===== config.mk =====
export PLATFORM = sky130hd
export DESIGN_NAME = lld_init_ctrl
export DESIGN_NICKNAME = d
export VERILOG_FILES = /design/src/design/lld_pkg.sv /design/src/design/lld_init_ctrl.sv
export SDC_FILE = /design/constraint.sdc
export NUM_CORES = 1
export LEC_CHECK = 0
export ABC_CLOCK_PERIOD_IN_PS = 3140
export BUFFER_PORTS_ARGS = -buffer_cell sky130_fd_sc_hd__buf_4
export CAP_MARGIN = 40
export CORE_MARGIN = 5
export CORE_UTILIZATION = 38
export DETAILED_ROUTE_END_ITERATION = 10
export HOLD_SLACK_MARGIN = 0.15
export PLACE_DENSITY = 0.69
export RECOVER_POWER = 100
export SKIP_LAST_GASP = 1
export SYNTH_ARGS = -nofsm -noshare
export SYNTH_HDL_FRONTEND = slang
export SYNTH_SLANG_ARGS = --single-unit

===== constraint.sdc =====
create_clock -name hclk -period 3.14 [get_ports hclk]
set_input_delay 0.628 -clock hclk [delete_from_list [all_inputs] [get_ports hclk]]
set_output_delay 0.628 -clock hclk [all_outputs]
set_load 0.05 [all_outputs]

===== src/design/lld_pkg.sv =====
// constants and types for the dram init and mode-set controller
package lld_pkg;
  // ==================================================
  // timing
  localparam int CLK_NS        = 10;
  localparam int POWER_UP_US   = 200;
  localparam int PWR_WAIT_CYC  = (POWER_UP_US * 1000 + CLK_NS - 1) / CLK_NS;
  localparam int MRSC_CYC_DEF  = 6;
  localparam int DLL_LOCK_CYC  = 1024;
  localparam int INIT_NOP_CNT  = 1024;
  localparam int BANK_CNT      = 8;
  localparam int DUMMY_MRS     = 2;
  localparam int ADDR_W        = 21;
  localparam int CNT_W         = 16;
  // ==================================================
  // register map
  localparam logic [7:0] CTRL_OFF = 8'h00;
  localparam logic [7:0] MODE_OFF = 8'h04;
  localparam logic [7:0] STAT_OFF = 8'h08;
  localparam int CTRL_START_BIT   = 0;
  localparam int CTRL_DLLRST_BIT  = 1;
  localparam int STAT_ERR_BIT     = 3;
  localparam logic [8:0] MODE_RST = 9'h000;
  localparam logic [1:0] BL8_CODE = 2'h2;
  // ==================================================
  // mode word address bit positions
  localparam int A_BL0 = 3;
  localparam int A_BL1 = 4;
  localparam int A_MUX = 5;
  localparam int A_DLL = 7;
  localparam int A_IMP = 8;
  localparam int A_ODT = 9;
  // ==================================================
  // types
  typedef struct packed {
    logic       on_die_termination;
    logic       imp;
    logic       dll;
    logic       mux;
    logic [1:0] bl;
    logic [2:0] cfg;
  } lld_mode_s;

  typedef struct packed {
    logic              cs_n;
    logic              we_n;
    logic              ref_n;
    logic [2:0]        ba;
    logic [ADDR_W-1:0] addr;
  } lld_cmd_s;

  typedef struct packed {
    logic [3:0] rc;
    logic [3:0] rl;
    logic [3:0] wl;
    logic [3:0] rc_wr_rd;
  } lld_tim_s;

  localparam lld_cmd_s NOP_CMD = '{cs_n: 1'b1, we_n: 1'b1, ref_n: 1'b1, ba: 3'h0,
                                   addr: '0};
endpackage


===== src/design/lld_init_ctrl.sv =====
// dram power-up init and mode-register sequencer with ahb-lite control
//
// The AHB-Lite slave port and the register addresses are this design's own decisions.
`timescale 1ns/1ps
`default_nettype none

module lld_init_ctrl #(
  parameter int PWR_WAIT_CYC = lld_pkg::PWR_WAIT_CYC,
  parameter int MRSC_CYC     = lld_pkg::MRSC_CYC_DEF
) (
  input  wire logic             hclk,      // bus and memory command clock
  input  wire logic             hresetn,   // async reset, active low
  input  wire logic             ce,        // clock enable, freezes state when low
  input  wire logic             hsel,      // slave select
  input  wire logic [31:0]      haddr,     // byte address
  input  wire logic [1:0]       htrans,    // transfer type
  input  wire logic             hwrite,    // write when high
  input  wire logic [2:0]       hsize,     // word only
  input  wire logic [31:0]      hwdata,    // write data
  input  wire logic             hready,    // bus ready
  output logic                  hreadyout, // slave ready
  output logic                  hresp,     // always okay
  output logic [31:0]           hrdata,    // read data
  output lld_pkg::lld_cmd_s     mem_cmd    // memory command and address pins
);
  // ==================================================
  // types and functions
  typedef enum logic [3:0] {
    ST_IDLE, ST_PWR, ST_DUMMY, ST_VALID, ST_WAIT, ST_MUX_X, ST_MUX_Y,
    ST_REF, ST_NOP, ST_DONE, ST_DLL_ON
  } lld_state_e;

  function automatic lld_pkg::lld_cmd_s mrs_cmd(input logic [lld_pkg::ADDR_W-1:0] a);
    lld_pkg::lld_cmd_s c;
    c = '{cs_n: 1'b0, we_n: 1'b0, ref_n: 1'b0, ba: 3'h0, addr: a};
    return c;
  endfunction

  // non-multiplexed word, bits 10 and up stay low
  function automatic logic [lld_pkg::ADDR_W-1:0] nmx_word(
    input lld_pkg::lld_mode_s m, input logic dll, input logic mux);
    logic [lld_pkg::ADDR_W-1:0] w;
    w = '0;
    w[2:0] = m.cfg;
    w[lld_pkg::A_BL0] = m.bl[0];
    w[lld_pkg::A_BL1] = m.bl[1];
    w[lld_pkg::A_MUX] = mux;
    w[lld_pkg::A_DLL] = dll;
    w[lld_pkg::A_IMP] = m.imp;
    w[lld_pkg::A_ODT] = m.on_die_termination;
    return w;
  endfunction

  function automatic lld_pkg::lld_tim_s tim_decode(input logic [2:0] c, input logic m);
    lld_pkg::lld_tim_s t;
    logic [3:0] rc;
    case (c)
      3'h2:    rc = 4'h6;
      3'h3:    rc = 4'h8;
      3'h4:    rc = 4'h3;
      3'h5:    rc = 4'h5;
      default: rc = 4'h4;
    endcase
    t.rc = rc;
    t.rl = rc + {3'h0, m};
    t.wl = rc + 4'h1 + {3'h0, m};
    t.rc_wr_rd = (c == 3'h4) ? 4'h4 : rc;
    return t;
  endfunction

  // ==================================================
  // state
  lld_state_e                 state_ff, nxt_state, ret_ff, nxt_ret;
  logic [lld_pkg::CNT_W-1:0]  cnt_ff, nxt_cnt;
  logic [2:0]                 bank_ff, nxt_bank;
  logic                       dll_off_ff, nxt_dll_off;
  logic                       mux_act_ff, nxt_mux_act;
  logic                       err_ff, nxt_err;
  logic                       done_ff;
  logic [10:0]                lock_cnt_ff;
  logic                       lock_run_ff, locked_ff;
  lld_pkg::lld_mode_s         mode_ff;
  lld_pkg::lld_cmd_s          cmd_ff, nxt_cmd;
  logic                       wr_pend_ff, rd_pend_ff, hready_ff;
  logic [7:0]                 wr_addr_ff, rd_addr_ff;
  logic [31:0]                hrdata_ff;

  // ==================================================
  // bus decode
  wire        acc       = hsel & hready & htrans[1];
  wire        wr_ctrl   = wr_pend_ff & (wr_addr_ff == lld_pkg::CTRL_OFF);
  wire        wr_mode   = wr_pend_ff & (wr_addr_ff == lld_pkg::MODE_OFF);
  wire        wr_stat   = wr_pend_ff & (wr_addr_ff == lld_pkg::STAT_OFF);
  wire        start_req = wr_ctrl & hwdata[lld_pkg::CTRL_START_BIT];
  wire        dll_req   = wr_ctrl & hwdata[lld_pkg::CTRL_DLLRST_BIT];
  wire        err_clr   = wr_stat & hwdata[lld_pkg::STAT_ERR_BIT];
  wire        busy      = (state_ff != ST_IDLE) & (state_ff != ST_DONE);
  wire        bl8_bad   = (mode_ff.bl == lld_pkg::BL8_CODE) &
                          ((mode_ff.cfg[2:1] == 2'h0) | (mode_ff.cfg == 3'h4));
  wire        bad_mode  = bl8_bad | (mode_ff.cfg[2:1] == 2'h3);
  wire        in_init   = (ret_ff == ST_REF) | (ret_ff == ST_MUX_X);
  wire        dll_eff   = mode_ff.dll & ~dll_off_ff;
  wire        vmux      = in_init ? mode_ff.mux : mux_act_ff;
  wire        mrs_last  = (state_ff == ST_VALID) | (state_ff == ST_MUX_Y);
  wire lld_pkg::lld_tim_s tim = tim_decode(mode_ff.cfg, mux_act_ff);
  wire [31:0] stat_word = {8'h00, tim.rc_wr_rd, tim.wl, tim.rl, tim.rc, 3'h0, mux_act_ff,
                           err_ff, locked_ff, done_ff, busy};
  wire [31:0] rd_mux    = (rd_addr_ff == lld_pkg::MODE_OFF) ? {23'h0, mode_ff} :
                          (rd_addr_ff == lld_pkg::STAT_OFF) ? stat_word : 32'h0;

  wire [lld_pkg::ADDR_W-1:0] mx_x = {{(lld_pkg::ADDR_W - 10){1'b0}}, mode_ff.on_die_termination,
                                    mode_ff.imp, 2'h0, 1'b1, mode_ff.bl, 2'h0,
                                    mode_ff.cfg[0]};
  // multiplexed second phase carries cfg high bits and dll
  wire [lld_pkg::ADDR_W-1:0] mx_y = {{(lld_pkg::ADDR_W - 8){1'b0}}, dll_eff, 2'h0,
                                    mode_ff.cfg[2:1], 3'h0};

  // ==================================================
  // sequencer
  always_comb begin
    nxt_state   = state_ff;
    nxt_ret     = ret_ff;
    nxt_cnt     = cnt_ff;
    nxt_bank    = bank_ff;
    nxt_dll_off = dll_off_ff;
    nxt_mux_act = mux_act_ff;
    // set wins over clear
    nxt_err     = err_ff & ~err_clr;
    nxt_cmd     = lld_pkg::NOP_CMD;
    case (state_ff)
      ST_IDLE: begin
        if (start_req) begin
          if (bad_mode) begin
            nxt_err = 1'b1;
          end else begin
            nxt_state = ST_PWR;
            nxt_cnt   = '0;
          end
        end
      end
      ST_PWR: begin
        if (cnt_ff == lld_pkg::CNT_W'(PWR_WAIT_CYC - 1)) begin
          nxt_state = ST_DUMMY;
          nxt_cnt   = '0;
        end else begin
          nxt_cnt = cnt_ff + 1'b1;
        end
      end
      ST_DUMMY: begin
        nxt_cmd = mrs_cmd('0);
        if (cnt_ff == lld_pkg::CNT_W'(lld_pkg::DUMMY_MRS - 1)) begin
          nxt_state = ST_VALID;
          nxt_ret   = mode_ff.mux ? ST_MUX_X : ST_REF;
        end else begin
          nxt_cnt = cnt_ff + 1'b1;
        end
      end
      ST_VALID: begin
        nxt_cmd     = mrs_cmd(nmx_word(mode_ff, dll_eff, vmux));
        nxt_mux_act = vmux;
        nxt_state   = ST_WAIT;
        nxt_cnt     = '0;
      end
      ST_WAIT: begin
        if (cnt_ff == lld_pkg::CNT_W'(MRSC_CYC - 1)) begin
          nxt_state = ret_ff;
          nxt_cnt   = '0;
        end else begin
          nxt_cnt = cnt_ff + 1'b1;
        end
      end
      ST_MUX_X: begin
        nxt_cmd   = mrs_cmd(mx_x);
        nxt_state = ST_MUX_Y;
        if (ret_ff == ST_MUX_X) begin
          nxt_ret = ST_REF;
        end
      end
      ST_MUX_Y: begin
        nxt_cmd     = mrs_cmd(mx_y);
        nxt_mux_act = 1'b1;
        nxt_state   = ST_WAIT;
        nxt_cnt     = '0;
      end
      ST_REF: begin
        nxt_cmd       = lld_pkg::NOP_CMD;
        nxt_cmd.cs_n  = 1'b0;
        nxt_cmd.ref_n = 1'b0;
        nxt_cmd.ba    = bank_ff;
        nxt_bank      = bank_ff + 3'h1;
        if (bank_ff == 3'(lld_pkg::BANK_CNT - 1)) begin
          nxt_state = ST_NOP;
          nxt_cnt   = '0;
        end
      end
      ST_NOP: begin
        if (cnt_ff == lld_pkg::CNT_W'(lld_pkg::INIT_NOP_CNT - 1)) begin
          nxt_state = ST_DONE;
        end else begin
          nxt_cnt = cnt_ff + 1'b1;
        end
      end
      ST_DONE: begin
        if (dll_req) begin
          nxt_dll_off = 1'b1;
          nxt_ret     = ST_DLL_ON;
          nxt_state   = mux_act_ff ? ST_MUX_X : ST_VALID;
        end
      end
      ST_DLL_ON: begin
        nxt_dll_off = 1'b0;
        nxt_ret     = ST_DONE;
        nxt_state   = mux_act_ff ? ST_MUX_X : ST_VALID;
      end
      default: begin
        nxt_state = ST_IDLE;
      end
    endcase
  end

  always_ff @(posedge hclk or negedge hresetn) begin
    if (!hresetn) begin
      state_ff   <= ST_IDLE;
      ret_ff     <= ST_IDLE;
      cnt_ff     <= '0;
      bank_ff    <= 3'h0;
      dll_off_ff <= 1'b0;
      mux_act_ff <= 1'b0;
      err_ff     <= 1'b0;
      cmd_ff     <= lld_pkg::NOP_CMD;
      done_ff    <= 1'b0;
    end else if (ce) begin
      state_ff   <= nxt_state;
      ret_ff     <= nxt_ret;
      cnt_ff     <= nxt_cnt;
      bank_ff    <= nxt_bank;
      dll_off_ff <= nxt_dll_off;
      mux_act_ff <= nxt_mux_act;
      err_ff     <= nxt_err;
      cmd_ff     <= nxt_cmd;
      done_ff    <= (nxt_state == ST_DONE);
    end
  end

  // ==================================================
  // dll lock wait
  always_ff @(posedge hclk or negedge hresetn) begin
    if (!hresetn) begin
      lock_cnt_ff <= 11'h000;
      lock_run_ff <= 1'b0;
      locked_ff   <= 1'b0;
    end else if (ce) begin
      if (mrs_last) begin
        lock_cnt_ff <= 11'h000;
        lock_run_ff <= dll_eff;
        locked_ff   <= 1'b0;
      end else if (lock_run_ff) begin
        lock_cnt_ff <= lock_cnt_ff + 11'h001;
        if (lock_cnt_ff == 11'(lld_pkg::DLL_LOCK_CYC - 1)) begin
          lock_run_ff <= 1'b0;
          locked_ff   <= 1'b1;
        end
      end
    end
  end

  // ==================================================
  // ahb-lite slave
  always_ff @(posedge hclk or negedge hresetn) begin
    if (!hresetn) begin
      wr_pend_ff <= 1'b0;
      rd_pend_ff <= 1'b0;
      wr_addr_ff <= 8'h00;
      rd_addr_ff <= 8'h00;
      hready_ff  <= 1'b1;
      hrdata_ff  <= 32'h0;
      mode_ff    <= lld_pkg::MODE_RST;
    end else if (ce) begin
      wr_pend_ff <= acc & hwrite;
      rd_pend_ff <= acc & ~hwrite;
      if (acc) begin
        wr_addr_ff <= haddr[7:0];
        rd_addr_ff <= haddr[7:0];
      end
      hready_ff <= ~(acc & ~hwrite);
      if (rd_pend_ff) begin
        hrdata_ff <= rd_mux;
      end
      if (wr_mode & ~busy) begin
        mode_ff <= hwdata[8:0];
      end
    end
  end

  assign hreadyout = hready_ff;
  assign hresp     = 1'b0;
  assign hrdata    = hrdata_ff;
  assign mem_cmd   = cmd_ff;

endmodule

`default_nettype wire


Word level (Yosys, flattened, before mapping). Cells that the tools add are included.

Logic and storage cells: 157. Flip-flop bits (word level): 123. Output and inout port bits: 61. Input port bits: 75.

Reduce and logical (&&, ||, !) cells: 21. Equality and inequality tests: 36. Bitwise logic cells: 24. $add $sub $neg: 6. Multiplexer cells: 43.

Operator list (count): one-hot mux 27 bit (5 select lines) (1); 2-to-1 mux 16 bit (7); one-hot mux 16 bit (7 select lines) (1); 2-to-1 mux 24 bit (2); 2-to-1 mux 4 bit (12); one-hot mux 4 bit (10 select lines) (1); one-hot mux 4 bit (4 select lines) (2); equality test 4 x 3 -> 1 bit, second input constant (6); 2-to-1 mux 11 bit (2); adder 16 x 1 -> 16 bit, second input constant (1); equality test 16 x 1 -> 1 bit, second input constant (1); equality test 16 x 10 -> 1 bit, second input constant (1); equality test 16 x 15 -> 1 bit, second input constant (1); equality test 16 x 3 -> 1 bit, second input constant (1); equality test 4 bit, second input constant (4); inequality test 2 bit, second input constant (8); bitwise AND 1 bit (15); AND reduction 2 bit (6); adder 11 x 1 -> 11 bit, second input constant (1); equality test 11 x 10 -> 1 bit, second input constant (1); 2-to-1 mux 1 bit (11); equality test 3 bit, second input constant (3); adder 4 x 1 -> 4 bit (2); equality test 4 x 2 -> 1 bit, second input constant (2); 23 further kinds (38).

Depth between registers and ports, before layout. Gate-level depths: netlist of the first run.

Depth after elaboration: 8. Mapped depth: 9. Gate-level depth less buffers: 8.

Least setup slack after synthesis of the first run. No wires, ideal clock.

Path kind: reg-to-reg. Start point: register cnt_ff[5] (netlist name). End point: register cnt_ff[1] (netlist name). Library setup time: 125 ps. Period minus slack after synthesis: 2413 ps. Path slack: 727 ps. Buffers on the path: 1. Required time: 3015 ps. Stages on the path, launching flop included: 8. Arrival: 2288 ps. Path through: dfrtp_1 or4_4 or4_4 nor2_4 a211oi_2 and2_1 buf_6 mux2_4.

Longest elaborated chain between the ends: 3. Elaborated cells on any way between the ends: 10. Classes of those cells: eq/ne (6); mux (3); reduce/logical (1).

Ends and longest elaborated chain: start: declaration (RTL line lld_init_ctrl.sv:74) `logic [lld_pkg::CNT_W-1:0] cnt_ff, nxt_cnt;`; start signal: assignment (RTL line lld_init_ctrl.sv:235) `cnt_ff <= nxt_cnt;`; equality test 16 x 3 -> 1 bit (tied with other cells) (RTL line lld_init_ctrl.sv:165) `if (cnt_ff == lld_pkg::CNT_W'(MRSC_CYC - 1)) begin`; 2-to-1 mux 16 bit (tied with other cells) (RTL line lld_init_ctrl.sv:165); one-hot mux 16 bit (7 select lines) / AND reduction 7 bit (equally long branches).

Parallel ways exist; a longest one is shown, timed or not. A chain may end at the register's enable or synchronous reset.

Final worst setup path of the first run.
Start point: register cnt_ff[1] (netlist name). End point: register cnt_ff[1] (netlist name).

Longest elaborated chain between the ends: 3. Elaborated cells on any way between the ends: 13. Classes of those cells: add/sub (1); eq/ne (6); mux (5); reduce/logical (1).

Ends and longest elaborated chain: adder 16 x 1 -> 16 bit (tied with other cells); 2-to-1 mux 16 bit (tied with other cells) (RTL line lld_init_ctrl.sv:197) `if (cnt_ff == lld_pkg::CNT_W'(lld_pkg::INIT_NOP_CNT - 1)) begin`; one-hot mux 16 bit (7 select lines) / AND reduction 7 bit (equally long branches).

Parallel ways exist; a longest one is shown, timed or not. The select of a mux whose other input is x is not followed.

==> results.yml, run 1 <==
power_and_ir_drop:
  powerDensity_mw_per_mm2: 673
  p_sw_share_pct: 37.6
  p_sw_w: 0.00157
  ir_drop_uv: 297
  clkPwrFrac_pct: 29.9
  intPower_w: 0.00260
  pwr-share-comb_pct: 32.4
  seq_power_share_pct: 37.8
  power.leakage_nw: 2.66
  power_w: 0.00417
critical_path:
  critPathKind: "reg -> reg"
  worstPathArrival_ns: 3.07
  startpoint_type: "flop"
  worst_ep_required_time_ns: 3.38
  critical_path.endpoint_type: "flop"
  cp_max_fo: 8
timing:
  fin_skew_ns: 0.0128
  setup_viol: 0
  drv_slew: 40
  fmax_mhz: 354
  whs_ns: 0.470
  grt_setup_unrepaired: "no"
  timing.slew.headroom_pct: -36.9
  max_slew.worst_pin.slew_ns: 2.05
  min_period_ns: 2.83
  setup_tns_ns: 0
  finalCritPeriodShare_pct: 90.1
  hold_viol: 0
clock_tree:
  htreeDepth: 3
  cts_buffers: 9
  clkTransAtPathRegs_ns: 0.07
  postCtsResizedCells: 0
  max-clock-path-buffers: 2
  post_cts_buffers: 0
  cts-root-buf: "clkbuf_16"
  cts_sinks: 102
  clk_latency_ns: 0.36
  cts_tree: "done"
  cts_hold_buf: 0
status:
  violations: "max-capacitance violations, max-slew violations"
  status: "finished with violations"
logic_synthesis:
  synth_top_family_by_area: "simple AND/OR/NAND/NOR gates"
  synth_cell_types: 74
  synthAdderAreaFrac_pct: 2.06
  yosysWarnings: 0
  synth_ff_type: "dfrtp_1"
  synth-seq-cells: 102
  synthSimpleGateAreaFrac_pct: 19.1
  synth.most_common_cell: "dfrtp_1"
  netlist_area_mm2: 0.00546
  synth_area_leaders: "dfrtp_1, nand2_1, mux2_2"
  post-synth-top-area-cell: "dfrtp_1"
  async_flop_share_pct: 100
  synth_common_cells: "dfrtp_1, nand2_1, o21ai_0"
  syn_area_per_cell_um2: 9.56
  synth_compound_gate_area_share_pct: 17.4
  synth_xor_area_share_pct: 1.76
  synth_top_area_share_pct: 45.4
  synthCells: 571
  synthMuxAreaShare_pct: 4.95
  synth-seq-area-share_pct: 46.8
  synth_edf_count: 0
min_path:
  hold_class: "in -> reg"
cells_and_area:
  finalNetCount: 717
  insertedDiodeCount: 0
  postLayoutCoreUtil_pct: 44.3
  drive_above_1_share_pct: 12.7
  area_growth_syn_to_layout_pct: 13.5
route:
  vias: 4453
  first_pass_iters: 4
  first_iter_violations: 344
  vias_per_cell: 5.44
  routedWlPerCell_um: 16.1
  drcViolationCount: 0
  drt_wl_total_um: 13200
  ant_nets: 0
global_route:
  use_met3_pct: 3.72
  gr-total-overflow: 0
  gr-usage-met1_pct: 21.5
  antenna_found_initial: 0
  grt_max_degree: 40
  grtUsageTotal_pct: 16.2
  grtUsageMet2_pct: 26.2
  grt_busiest_layer: "met2"
  grt_pass1_vias: 4400
  grt_pass1_wl_um: 22100
floorplan:
  start_util_pct: 39.0
  ios: 136
  core_area_mm2: 0.0140
  die_h_um: 130
  die_area_mm2: 0.0169
  rows: 43
  die_w_um: 130
job:
  cap_violations: 1
placed_design:
  port-buffer-count: 63
  dp_hpwl_um: 9680
  place_congestion: 0.850
[cell type report]
cell class / count / area, um2
Clock buffer: 9 / 225
Clock inverter: 7 / 105
Fill cell: 1375 / 7790
Inverter: 35 / 131
Multi-Input combinational cell: 403 / 2520
Sequential cell: 102 / 2560
Tap cell: 180 / 225
Timing Repair Buffer: 82 / 432
[per-stage QoR]
| step | cells | cell area [um2] | worst slack, ns |
|---|---|---|---|
| finish | 818 | 6200 | 0.311 |
| global route | 818 | 6200 | 0.210 |
| CTS | 818 | 6410 | 0.488 |
| detailed placement | 802 | 6080 | 0.505 |
| global placement | 801 | 6070 | 0.520 |
| floorplan | 591 | 5540 | 0.727 |
[worst max-delay path, cell delays in order (launching register included)]
cell	delay (ns)
dfrtp_1	0.42
inv_1	0.07
ha_1	0.13
or4b_1	0.45
or4_1	0.51
nor2_1	0.23
a211oi_2	0.20
and2_0	0.34
mux2_1	0.36
[cell usage in the layout, fill, tap and decap left out, drive strengths merged, types with 6 or more instances in the layout]
master and instances:
a21oi 9, and2 7, and3 7, buf 32
clkbuf 59, conb 21, dfrtp 99, ha 9
inv 37, mux2 21, nand2 63, nand2b 10
nand3 19, nand4 8, nor2 40, nor2b 8
nor3 9, nor4 8, o211ai 12, o21ai 41
o22ai 17, o2bb2ai 11, or3 6, xnor2 8
[state kept, by name, indices dropped and copies added, names as in the netlist, 3 cells and up]
name / cells
mem_cmd: 14
ret_ff: 4
bank_ff: 3
hrdata: 24
state_ff: 4
rd_addr_ff: 8
lock_cnt_ff: 11
cnt_ff: 16
mode_ff: 9
[path summary, 6_finish.rpt]
| kind | startpoint | to | cells past startpoint | slack, ns |
|---|---|---|---|---|
| max | cnt_ff[1] | cnt_ff[1] | 8 | 0.31 |
| min | hwrite | rd_pend_ff | 2 | 0.47 |
| max reg2reg | cnt_ff[1] | cnt_ff[1] | 8 | 0.31 |
| min reg2reg | hrdata[7] | hrdata[7] | 2 | 0.47 |
| max in group asynchronous | hresetn | hreadyout | 2 | 0.79 |
| min in group asynchronous | hresetn | hrdata[15] | 1 | 0.84 |
[cell families (layout without fill, tap and decap cells)]
kind of cell | after synthesis | in the layout
flip-flops | 102 | 102
AO/OA/AOI/OAI | 137 | 137
multiplexers | 24 | 24
AND/OR/NAND/NOR | 201 | 201
buffers and inverters | 86 | 133
other | 1 | 21
XOR/XNOR | 11 | 11
adder cells (fa/ha/maj) | 9 | 9
[power groups by stage]
| stage | clock (W) | combinational, W | sequential, W |
|---|---|---|---|
| CTS | 0.00127 | 0.00142 | 0.00158 |
| detailed placement | 0 | 0.00141 | 0.00160 |
| finish | 0.00124 | 0.00135 | 0.00157 |
| global placement | 0 | 0.00139 | 0.00159 |
| floorplan | 0 | 0.000969 | 0.00168 |
| global route | 0.00132 | 0.00148 | 0.00160 |
[per-layer routing]
layer | share of wire [%] | up-vias
li1 | - | 2126
met1 | 45 | 2195
met2 | 47 | 118
met3 | 6.4 | 14
met4 | 1.5 | 0
met5 | 0 | -
(Power assumes the default switching activity.)
==> run 2: changes to the inputs <==
CELL_PAD_IN_SITES_DETAIL_PLACEMENT = 1   (was not set)
CELL_PAD_IN_SITES_GLOBAL_PLACEMENT = 1   (was not set)
PLACE_DENSITY = 0.85   (was 0.69)
==> run 2 against run 1 <==
  * Power is 0.67% lower
  * The flow now finishes without violations
  * Global-route usage rose by 2.7 points
  * Sequential share of layout area up 0.22 points
  * First-iteration DRC count down 15%
  * Register-to-register slack worse by 0.06 ns
  * Setup slack got worse by 0.060 ns
  * Flip-flop and latch count stayed put
  * Die area unchanged
  * Critical endpoint is now done_ff
==> results.yml, run 2 (synthesized netlist as in run 1, its figures left out) <==
status:
  status: "finished clean"
placed_design:
  port-buffer-count: 63
  place_congestion: 0.911
  dp_hpwl_um: 11400
critical_path:
  reg2reg_depth: 8
  cp_cell_sequence: "inv_1 > ha_1 > or4b_1 > or4_1 > o211a_1 > nor3_1 > nand2_1 > o32ai_1"
  crit_cells: 8
  cp_max_fo: 5
  critical_path.endpoint_type: "flop"
  rr_endpoint: "done_ff"
  critPathKind: "reg -> reg"
  rr_startpoint: "cnt_ff[1]"
  critical_path.top_delay_family: "simple AND/OR/NAND/NOR gates"
  cp_slowest_cell: "or4_1"
  worstPathArrival_ns: 3.10
  worst-path-buf-inv: 1
  startpoint_type: "flop"
  worst_ep_required_time_ns: 3.35
  r2r_setup_slack_ns: 0.25
  slowest_delay_ns: 0.53
timing:
  whs_ns: 0.476
  drv_slew: 0
  setup_viol: 0
  setup_tns_ns: 0
  fmax_mhz: 346
  hold_viol: 0
  timing.slew.headroom_pct: 12.6
  fin_skew_ns: 0.00932
  min_period_ns: 2.89
  finalCritPeriodShare_pct: 92.0
  max_slew.worst_pin.slew_ns: 1.31
  grt_setup_unrepaired: "no"
power_and_ir_drop:
  power.leakage_nw: 2.64
  pwr-share-comb_pct: 33.9
  power_w: 0.00414
  ir_drop_uv: 328
  p_sw_share_pct: 39.3
  clkPwrFrac_pct: 27.6
  p_sw_w: 0.00163
  seq_power_share_pct: 38.5
  powerDensity_mw_per_mm2: 672
  intPower_w: 0.00251
floorplan:
  start_util_pct: 39.0
  die_h_um: 130
  die_area_mm2: 0.0169
  ios: 136
  die_w_um: 130
  rows: 43
  core_area_mm2: 0.0140
clock_tree:
  cts_buffers: 9
  htreeDepth: 3
  postCtsResizedCells: 0
  cts_sinks: 102
  post_cts_buffers: 0
  cts_tree: "done"
  clk_latency_ns: 0.35
  cts-root-buf: "clkbuf_16"
  cts_hold_buf: 0
  max-clock-path-buffers: 2
  clkTransAtPathRegs_ns: 0.07
global_route:
  grt_pass1_vias: 4981
  grtUsageTotal_pct: 18.9
  grt_pass1_wl_um: 25600
  antenna_found_initial: 1
  grt_max_degree: 53
  gr-total-overflow: 0
route:
  vias: 4671
  first_pass_iters: 5
  drt_wl_total_um: 15700
  ant_nets: 0
  routedWlPerCell_um: 19.2
  first_iter_violations: 291
  drcViolationCount: 0
  vias_per_cell: 5.70
job:
  cap_violations: 0
cells_and_area:
  largest_register_ffs: 24
  postLayoutCoreUtil_pct: 44.1
  finalNetCount: 718
  insertedDiodeCount: 0
  area_growth_syn_to_layout_pct: 12.9
  fillCellCount: 1634
  mostFrequentLayoutCells: "dfrtp_1, nand2_1, clkbuf_1"
  drive_above_1_share_pct: 12.5
  final_common_cell: "dfrtp_1"
min_path:
  worstHoldStart: "hwrite"
  hold_class: "in -> reg"
  min_path_cells: 2
  whs_endpoint: "rd_pend_ff"
-- run 2: power by group through the flow --
stage | clock network (W) | registers, W | logic (W)
2_1_floorplan | 0 | 0.00168 | 0.000969
3_3_place_gp | 0 | 0.00160 | 0.00139
3_5_place_dp | 0 | 0.00162 | 0.00145
4_1_cts | 0.00116 | 0.00159 | 0.00147
5_1_grt | 0.00122 | 0.00161 | 0.00152
6_report | 0.00114 | 0.00159 | 0.00140
-- run 2: metal layers --
layer,vias up,share of wire (%),wire (um),global-route usage (%)
li1,2131,-,-,-
met1,2346,40,6230,22.1
met2,148,52,8210,34.3
met3,44,5.5,865,3.48
met4,2,2.5,399,7.03
met5,-,0.083,13,0
-- run 2: through the flow --
stage,cell area [um2],worst slack (ns),instances
6_report,6160,0.251,819
5_1_grt,6160,0.0819,819
4_1_cts,6400,0.284,819
3_5_place_dp,6100,0.316,803
3_3_place_gp,6090,0.447,802
2_1_floorplan,5540,0.727,591
-- run 2: cell type report --
class / instances / area [um2] / share of cell area (%)
Clock buffer: 9 / 225 / 3.65
Multi-Input combinational cell: 403 / 2520 / 40.8
Tap cell: 180 / 225 / 3.65
Clock inverter: 7 / 72.6 / 1.18
Inverter: 35 / 131 / 2.13
Sequential cell: 102 / 2560 / 41.5
Timing Repair Buffer: 83 / 437 / 7.08
-- run 2: worst register-to-register path, stage by stage, from the launching register on --
cell,delay [ns]
dfrtp_1,0.42
inv_1,0.08
ha_1,0.13
or4b_1,0.44
or4_1,0.53
o211a_1,0.36
nor3_1,0.29
nand2_1,0.08
o32ai_1,0.43
-- run 2: worst max-delay path by stage --
stage	start	end	slack, ns
6_report	cnt_ff[1]	done_ff	0.25
5_1_grt	cnt_ff[0]	cnt_ff[4]	0.08
4_1_cts	cnt_ff[0]	cnt_ff[1]	0.28
3_5_place_dp	cnt_ff[0]	cnt_ff[1]	0.32
3_3_place_gp	cnt_ff[0]	cnt_ff[1]	0.45
2_1_floorplan	cnt_ff[5]	cnt_ff[1]	0.73
